### src/rtl/ppio_pkg.sv
// Package for the parallel port block: register map, reset values, types.
// Assumes a core side register port on the system clock.
package ppio_pkg;

  // ****************************************
  // Register addresses
  // ****************************************
  localparam logic [7:0] ADDR_PORT0 = 8'h80;
  localparam logic [7:0] ADDR_PORT1 = 8'h90;
  localparam logic [7:0] ADDR_PORT2 = 8'hA0;
  localparam logic [7:0] ADDR_FLAGS = 8'hAD;
  localparam logic [7:0] ADDR_PORT3 = 8'hB0;

  // ****************************************
  // Reset values and fields
  // ****************************************
  localparam logic [7:0] LATCH_RESET = 8'hFF;
  localparam logic [7:0] FLAGS_RESET = 8'h00;
  localparam logic [7:0] FLAGS_MASK = 8'hF0;
  localparam logic [7:0] CFG_RESET = 8'h00;
  localparam int NUM_PORTS = 4;
  localparam int EDGE_PORT = 1;

  // ****************************************
  // Carriers
  // ****************************************
  typedef struct packed {
    logic wr;
    logic rd;
    logic rmw;
    logic bit_op;
    logic [7:0] addr;
    logic [2:0] bit_sel;
    logic [7:0] wdata;
  } ppio_req_t;

  typedef struct packed {
    logic [7:0] o;
    logic [7:0] oe;
    logic [7:0] pull;
  } ppio_pin_t;

  typedef enum logic [1:0] {
    ST_RUN,
    ST_INIT
  } ppio_state_t;

endpackage

### src/rtl/ppio_latch_mem.sv
// Four byte latch store with registered read data.
// Assumes one write port and one read port on the system clock.
`timescale 1ns/100ps
module ppio_latch_mem (
  // Clock and reset
  input wire logic i_sys_clk,
  input wire logic i_rst,
  // Write side
  input wire logic i_we,
  input wire logic [1:0] i_waddr,
  input wire logic [7:0] i_wdata,
  // Read side
  input wire logic [1:0] i_raddr,
  output logic [7:0] o_rdata,
  // All latches
  output logic [31:0] o_all
);

  typedef struct packed {
    logic [3:0][7:0] mem;
    logic [7:0] rdata;
  } ppio_mem_st_t;

  ppio_mem_st_t st;
  ppio_mem_st_t next_st;

  always_comb begin
    next_st = st;
    next_st.rdata = st.mem[i_raddr];
    if (i_we) begin
      next_st.mem[i_waddr] = i_wdata;
    end
  end

  always_ff @(posedge i_sys_clk or posedge i_rst) begin
    if (i_rst) begin
      st.mem <= {4{ppio_pkg::LATCH_RESET}};
      st.rdata <= ppio_pkg::LATCH_RESET;
    end else begin
      st <= next_st;
    end
  end

  assign o_rdata = st.rdata;
  assign o_all = st.mem;

endmodule // ppio_latch_mem

### src/rtl/ppio_top.sv
// Four general purpose ports with latches, pin readback and edge flags.
// Assumes the core gives byte or bit requests, flagging read-modify-write.
`timescale 1ns/100ps

module ppio_top (
  // Clock and reset
  input wire logic i_sys_clk,
  input wire logic i_rst,
  // Core request, rmw flag set by core decode of modify instructions
  input wire ppio_pkg::ppio_req_t i_req,
  output logic [7:0] o_rdata,
  output logic o_rvalid,
  // Driver configuration
  input wire logic [31:0] i_driver_type_config,
  input wire logic i_pullup_disable,
  // Pins
  input wire logic [31:0] i_pin,
  output logic [31:0] o_pin,
  output logic [31:0] o_pin_oe,
  output logic [31:0] o_pin_pullup
);

  // ****************************************
  // State
  // ****************************************
  typedef struct packed {
    logic [31:0] sync1;
    logic [31:0] sync2;
    logic [3:0] prev;
    logic [7:0] edge_flag_register;
    logic pend;
    logic [1:0] pend_port;
    ppio_pkg::ppio_req_t pend_req;
    logic [7:0] rdata;
    logic rvalid;
    logic [31:0] pin_o;
    logic [31:0] pin_oe;
    logic [31:0] pin_pu;
  } ppio_st_t;

  ppio_st_t st;
  ppio_st_t next_st;

  logic mem_we;
  logic [1:0] mem_waddr;
  logic [7:0] mem_wdata;
  logic [1:0] mem_raddr;
  logic [7:0] mem_rdata;
  logic [31:0] latches;

  function automatic logic is_port(input logic [7:0] a);
    return a == ppio_pkg::ADDR_PORT0 || a == ppio_pkg::ADDR_PORT1 ||
           a == ppio_pkg::ADDR_PORT2 || a == ppio_pkg::ADDR_PORT3;
  endfunction

  function automatic logic [1:0] port_idx(input logic [7:0] a);
    return a[5:4] - 2'h0;
  endfunction

  function automatic logic [7:0] merge_bit(input logic [7:0] base,
                                           input ppio_pkg::ppio_req_t r);
    logic [7:0] v;
    v = base;
    if (r.bit_op) begin
      v[r.bit_sel] = r.wdata[0];
    end else begin
      v = r.wdata;
    end
    return v;
  endfunction

  ppio_latch_mem u_mem (
    .i_sys_clk(i_sys_clk),
    .i_rst(i_rst),
    .i_we(mem_we),
    .i_waddr(mem_waddr),
    .i_wdata(mem_wdata),
    .i_raddr(mem_raddr),
    .o_rdata(mem_rdata),
    .o_all(latches)
  );

  // ****************************************
  // Next state
  // ****************************************
  always_comb begin
    logic [7:0] pinbyte;
    logic [3:0] fall;
    logic [7:0] fl;
    pinbyte = 8'h00;
    fall = 4'h0;
    fl = 8'h00;
    next_st = st;
    mem_we = 1'b0;
    mem_waddr = port_idx(i_req.addr);
    mem_wdata = 8'h00;
    mem_raddr = port_idx(i_req.addr);
    next_st.rvalid = 1'b0;
    next_st.sync1 = i_pin;
    next_st.sync2 = st.sync1;
    // Edge detect on port 1 high nibble
    next_st.prev = st.sync2[ppio_pkg::EDGE_PORT*8+4 +: 4];
    fall = st.prev & ~st.sync2[ppio_pkg::EDGE_PORT*8+4 +: 4];
    fl = st.edge_flag_register;
    next_st.pend = 1'b0;
    if (st.pend) begin
      // Latch value is back: modify and write it
      mem_we = 1'b1;
      mem_waddr = st.pend_port;
      mem_wdata = merge_bit(mem_rdata, st.pend_req);
      next_st.rdata = mem_rdata;
      next_st.rvalid = 1'b1;
    end else if (is_port(i_req.addr) && i_req.rmw) begin
      next_st.pend = 1'b1;
      next_st.pend_port = port_idx(i_req.addr);
      next_st.pend_req = i_req;
    end else if (is_port(i_req.addr) && i_req.wr) begin
      mem_we = 1'b1;
      mem_wdata = merge_bit(latches[port_idx(i_req.addr)*8 +: 8], i_req);
    end else if (is_port(i_req.addr) && i_req.rd) begin
      pinbyte = st.sync2[port_idx(i_req.addr)*8 +: 8];
      next_st.rdata = i_req.bit_op ?
        {7'h00, pinbyte[i_req.bit_sel]} : pinbyte;
      next_st.rvalid = 1'b1;
    end else if (i_req.addr == ppio_pkg::ADDR_FLAGS && i_req.wr) begin
      fl = merge_bit(st.edge_flag_register, i_req) & ppio_pkg::FLAGS_MASK;
    end else if (i_req.addr == ppio_pkg::ADDR_FLAGS && i_req.rd) begin
      next_st.rdata = i_req.bit_op ?
        {7'h00, st.edge_flag_register[i_req.bit_sel]} :
        st.edge_flag_register;
      next_st.rvalid = 1'b1;
    end
    // Set wins over clear
    next_st.edge_flag_register = fl | {fall, 4'h0};
    // Drivers for all ports, bonded or not
    for (int i = 0; i < 32; i++) begin
      next_st.pin_o[i] = latches[i];
      next_st.pin_oe[i] = i_driver_type_config[i] | ~latches[i];
      next_st.pin_pu[i] = ~i_driver_type_config[i] & ~i_pullup_disable &
                          latches[i];
    end
  end

  always_ff @(posedge i_sys_clk or posedge i_rst) begin
    if (i_rst) begin
      st.sync1 <= '1;
      st.sync2 <= '1;
      st.prev <= 4'hF;
      st.edge_flag_register <= ppio_pkg::FLAGS_RESET;
      st.pend <= 1'b0;
      st.pend_port <= 2'h0;
      st.pend_req <= '0;
      st.rdata <= 8'h00;
      st.rvalid <= 1'b0;
      st.pin_o <= {4{ppio_pkg::LATCH_RESET}};
      st.pin_oe <= {4{ppio_pkg::CFG_RESET}};
      st.pin_pu <= '1;
    end else begin
      st <= next_st;
    end
  end

  // ****************************************
  // Outputs
  // ****************************************
  assign o_rdata = st.rdata;
  assign o_rvalid = st.rvalid;
  assign o_pin = st.pin_o;
  assign o_pin_oe = st.pin_oe;
  assign o_pin_pullup = st.pin_pu;

endmodule // ppio_top

### config.mk
export PLATFORM = sky130hd
export DESIGN_NAME = ppio_top
export DESIGN_NICKNAME = d
export VERILOG_FILES = /design/src/rtl/ppio_pkg.sv /design/src/rtl/ppio_latch_mem.sv /design/src/rtl/ppio_top.sv
export SDC_FILE = /design/constraint.sdc
export NUM_CORES = 1
export LEC_CHECK = 0
export BUFFER_PORTS_ARGS = -buffer_cell sky130_fd_sc_hd__clkbuf_2
export CORE_AREA = 4 4 134 136
export CTS_BUF_LIST = sky130_fd_sc_hd__clkbuf_8
export DETAILED_ROUTE_END_ITERATION = 10
export DIE_AREA = 0 0 138 140
export GPL_ROUTABILITY_DRIVEN = 0
export PLACE_DENSITY = 0.82
export SKIP_LAST_GASP = 1
export SLEW_MARGIN = 20
export SYNTH_ARGS = -nofsm -noshare
export SYNTH_HDL_FRONTEND = slang
export SYNTH_SLANG_ARGS = --single-unit
### constraint.sdc
create_clock -name i_sys_clk -period 10.8 [get_ports i_sys_clk]
set_input_delay 2.16 -clock i_sys_clk [delete_from_list [all_inputs] [get_ports i_sys_clk]]
set_output_delay 2.16 -clock i_sys_clk [all_outputs]
set_load 0.03 [all_outputs]
# Yosys cells after proc, flatten, opt, wreduce, memory -nomap -nowiden
# Cells that the tools add are included.
op_classes:
  n_lt_le_gt_ge: 7
  eq_ne: 8
  n_shift: 2
  n_mux: 41
  n_bitwise: 165
  reduce_logical: 14
op_table:
  columns: ["op", "n"]
  rows:
  - ["8-bit two-way mux", 15]
  - ["1-bit inverter", 66]
  - ["1-bit bitwise AND", 64]
  - ["32-bit by 6-bit indexed part select with 8-bit output", 2]
  - ["9-bit two-way mux", 6]
  - ["26-bit two-way mux", 2]
  - ["8-bit == test (second input constant)", 5]
  - ["32-bit bitwise mux", 1]
  - ["1-bit OR", 32]
  - ["8-bit bitwise mux", 3]
  - ["8-bit binary-select mux with 2-bit select", 1]
  - ["8-bit demux with 2-bit select", 1]
  - ["1-bit logical AND", 8]
  - ["3-bit by 4-bit < comparator with 1-bit output (second input constant)", 2]
  - ["8-bit OR", 1]
  - ["1-bit two-way mux", 7]
  - ["1-bit binary-select mux with 3-bit select", 2]
  - ["1-bit demux with 3-bit select", 2]
  - ["3-bit by 1-bit greater-or-equal comparator with 1-bit output (second input constant)", 2]
  - ["2-bit by 3-bit < comparator with 1-bit output (second input constant)", 2]
  - ["4-bit bitwise AND", 1]
  - ["2-bit != test (second input constant)", 2]
  - ["4-bit inverter", 1]
  - ["4-bit AND reduction", 1]
  - ["6 further kinds", 8]
word_totals:
  reg_bits: 247
  elab_cells: 260

# Depth between registers and ports, before layout
depth:
  word_depth: 12
  ltp_mapped: 8
  mapped_depth_nobuf: 5

# Cells and area by module
# Synthesis repeated with hierarchy kept, for this count alone.
hier_totals:
  cells_unflattened: 692
  area_unflattened_um2: 9591.7
modules_own_cells:
  columns: ["module", "n_inst", "cells_each", "area_per_inst_um2", "seq_area_each_um2"]
  rows:
  - ["ppio_top", 1, 605, 7935.1, 4969.8]
  - ["ppio_latch_mem", 1, 87, 1656.6, 1051.0]

# Worst setup path after synthesis
# OpenSTA, ideal clock, no wires.
synth_timing:
  kind: "input-to-reg"
  start: "input i_req[15] in the netlist's numbering"
  end: "register u_mem.st (netlist bit u_mem.o_all[17])"
  setup_ns: 0.082
  arrival_ns: 3.622
  required_ns: 10.718
  slack_ns: 7.096
  stages: 7
  path_buffers: 2
  cell_sequence: "buf_6 buf_8 mux4_2 mux2i_1 a211oi_1 or2_4 mux2_4"
synth_between:
  elab_chain_len: 9
  elab_cells_between_ends: 25
  classes_between: "order compare (2); eq/ne (4); shift (1); mux (12); reduce/logical (6)"
synth_rtl:
  columns: ["item", "line", "rtl"]
  rows:
  - ["start, declared", "ppio_top.sv:10", "input wire ppio_pkg::ppio_req_t i_req,"]
  - ["branches (longest 9 deep; another with 32-bit by 6-bit indexed part select with 8-bit output)", null, null]
  - ["end signal, assigned", "ppio_latch_mem.sv:40", "st <= next_st;"]
  - ["end, declared", "ppio_latch_mem.sv:24", "ppio_mem_st_t st;"]
# Parallel ways; which one is timed is not known.
# A chain may end at the register's enable or synchronous reset.

# Final worst setup path
layout_timing:
  start: "input i_req[15] in the netlist's numbering"
  end: "register u_mem.st (netlist bit u_mem.o_all[31])"
# The elaborated chain is that of the path after synthesis.

==> results.json <==
{
  "path_buf_inv": 1,
  "first_iter_violations": 308,
  "cts_buffers": 38,
  "cp-start-kind": "input port",
  "cp.arrival_ns": 4.37,
  "fillerInstances": 1277,
  "p_switching_uw": 437,
  "via_count": 5243,
  "ctsHoldBuffers": 0,
  "cts_tree": "built",
  "ir_drop_uv": 113,
  "post_synth.cell_area_avg_um2": 14.2,
  "grt_max_degree": 152,
  "crit_family": "multiplexers",
  "clk_path_buf_depth": 3,
  "reg2reg_to": "u_mem.o_all[13]",
  "area_delta_synth_final_pct": 11.6,
  "drc": 0,
  "synth_ff_type": "dfstp_2",
  "hold_ws_ns": 0.349,
  "status": "completed",
  "synth_async_sr_flop_share": 1.00,
  "die_width_um": 138,
  "yosys.cell_types.count": 53,
  "grt_pass1_wl_mm": 30.1,
  "finalClockSkew_ns": 0.0175,
  "initial_core_util": 0.559,
  "grt_pass1_vias": 5610,
  "ios": 195,
  "fp-row-count": 48,
  "clk_pin_slew_ns": 0.06,
  "max_slew_margin": 0.342,
  "netlist_instances": 667,
  "ys_ff_latch": 232,
  "worstPathRequired_ns": 11.24,
  "postCtsSetupRepairBufs": 0,
  "p_leak_nw": 4.65,
  "min_from": "next_st[156]",
  "routed_wirelength_mm": 18.5,
  "layout_min_cycle_time_ns": 3.93,
  "insertion_delay_ns": 0.52,
  "worst_r2r_path_depth": 4,
  "p_per_area_mw_per_mm2": 173,
  "hold_viol": 0,
  "rsz0062_at_grt": "false",
  "antenna_found_initial": 0,
  "cp_slowest_cell": "mux4_1",
  "pre_cts_ws_ns": 6.32,
  "seqPwrFrac": 0.516,
  "crit_path_max_fanout": 23,
  "r2r_slack_ns": 8.14,
  "finalSetupViolations": 0,
  "critical_path_class": "input port to register",
  "overflow": 0,
  "cts_max_level": 2,
  "hpwlAfterDp_mm": 12.6,
  "max_freq_mhz": 255,
  "die_area_mm2": 0.0193,
  "cpPeakStageDelay_ns": 0.68,
  "die_h_um": 140,
  "min_to": "next_st[140]",
  "drv_cap": 0,
  "synth_edf_count": 0,
  "tns_ns": 0,
  "syn_area_mm2": 0.00947,
  "core-area_mm2": 0.0169,
  "grt_use_total": 0.195,
  "holdPathStages": 0,
  "p_clk_frac": 0.410,
  "antenna_cells": 0,
  "firstDrtPassIters": 4,
  "final_max_slew_viol_count": 0,
  "nNetsFinal": 862,
  "setup_ws_ns": 6.87,
  "viasPerCell": 5.11,
  "r2r_start": "st[130]",
  "crit_path_end_kind": "register",
  "min_period_over_period": 0.363,
  "cts_resized": 0,
  "synth_nets": 757,
  "ys_seq_area_frac": 0.636,
  "portBuffers": 194,
  "route.detailed.wl_per_inst_um": 18.0,
  "yosysWarningCount": 0,
  "ctsRootBufferMaster": "clkbuf_8",
  "p_int_mw": 1.39,
  "drive_gt1_frac": 0.625,
  "ant_nets": 0,
  "power_mw": 1.83,
  "switching_share": 0.239,
  "worst_slew_pin_slew_ns": 0.987,
  "comb_power_share": 0.073,
  "cp_cell_sequence": "clkbuf_2 > mux4_1 > mux2i_1 > a211oi_1 > or2_1 > mux2_2",
  "clock_sinks": 232,
  "hold_class": "register to register"
}
[worst max path at each step]
stage	slack, ns	endpoint	cells past startpoint	from
after floorplan	2.56	o_pin_oe[0]	1	i_rst
after global placement	6.36	u_mem.o_all[13]	6	i_req[15]
after detailed placement	6.32	u_mem.o_all[29]	6	i_req[15]
after CTS	6.87	u_mem.o_all[13]	6	i_req[15]
after global routing	6.72	st[137]	6	i_req[15]
final	6.87	u_mem.o_all[31]	6	i_req[15]
[layer usage]
| metal | part of all wire | vias to the layer above | track usage | routed length [µm] |
|---|---|---|---|---|
| li1 | - | 2403 | - | - |
| met1 | 0.41 | 2624 | 0.251 | 7520 |
| met2 | 0.50 | 194 | 0.319 | 9220 |
| met3 | 0.077 | 22 | 0.0611 | 1430 |
| met4 | 0.017 | 0 | 0.0608 | 313 |
| met5 | 0 | - | 0 | 0 |
[power groups by stage]
stage,sequential (mW),combinational [mW],clock (mW)
after floorplan,0.943,0.114,0
after global placement,0.954,0.133,0
after detailed placement,0.955,0.135,0
after CTS,0.942,0.136,0.771
after global routing,0.946,0.146,0.810
final,0.942,0.134,0.749
[final cells by class]
type | count | area [µm²] | area share
tap | 225 | 282 | 0.0266
clock buffer | 50 | 688 | 0.0651
sequential | 232 | 6020 | 0.570
clock inverter | 19 | 97.6 | 0.00923
multi-input combinational | 290 | 2440 | 0.231
inverter | 15 | 63.8 | 0.00604
timing repair buffer | 195 | 978 | 0.0926
[logic make-up (layout without fill, tap and decap cells)]
family                 Yosys count  after routing  synth area share
DFF                            232            232             0.636
buffers and inverters          145            279             0.107
and+or+nand+nor                142            142            0.0827
muxes                           85             85             0.124
AOI/OAI and AO/OA               63             63            0.0510
[synth_stat cells, drive strengths merged (9+ instances only)]
cell | number | area [µm²]
dfstp | 172 | 4520
nand2 | 17 | 63.8
dfrtp | 60 | 1500
nor3b | 9 | 72.6
a21oi | 13 | 65.1
nand2b | 37 | 231
mux2i | 20 | 200
clkbuf | 11 | 41.3
o21ai | 12 | 60.1
mux4 | 19 | 439
inv | 15 | 56.3
mux2 | 46 | 533
buf | 119 | 912
nor2 | 43 | 161
[cell usage in the layout, fill, tap and decap left out, types with 12 or more instances in the layout]
master	Yosys	layout
dfrtp_1	60	60
dfstp_2	172	172
inv_1	15	25
mux2_2	42	42
nand2_1	17	17
a21oi_1	13	13
nand2b_1	37	37
clkbuf_8	0	50
mux4_2	16	16
clkbuf_2	0	194
nor2_1	43	43
o21ai_0	12	12
mux2i_1	20	20
[state kept, by name (all words and copies together) (netlist names)]
name	flops
u_mem.o_rdata	8
st	51
o_rdata	8
o_pin_oe	32
o_pin	32
next_st	36
o_rvalid	1
u_mem.o_all	32
o_pin_pullup	32
[stage by stage]
stage / cell area, µm² / utilization / cells
final: 10600 / 0.624 / 1026
after global routing: 10600 / 0.624 / 1026
after CTS: 10600 / 0.624 / 1026
after detailed placement: 9780 / 0.578 / 957
after global placement: 9780 / 0.578 / 957
after floorplan: 9470 / - / 667
No activity file was read; power rests on OpenSTA's default activity.
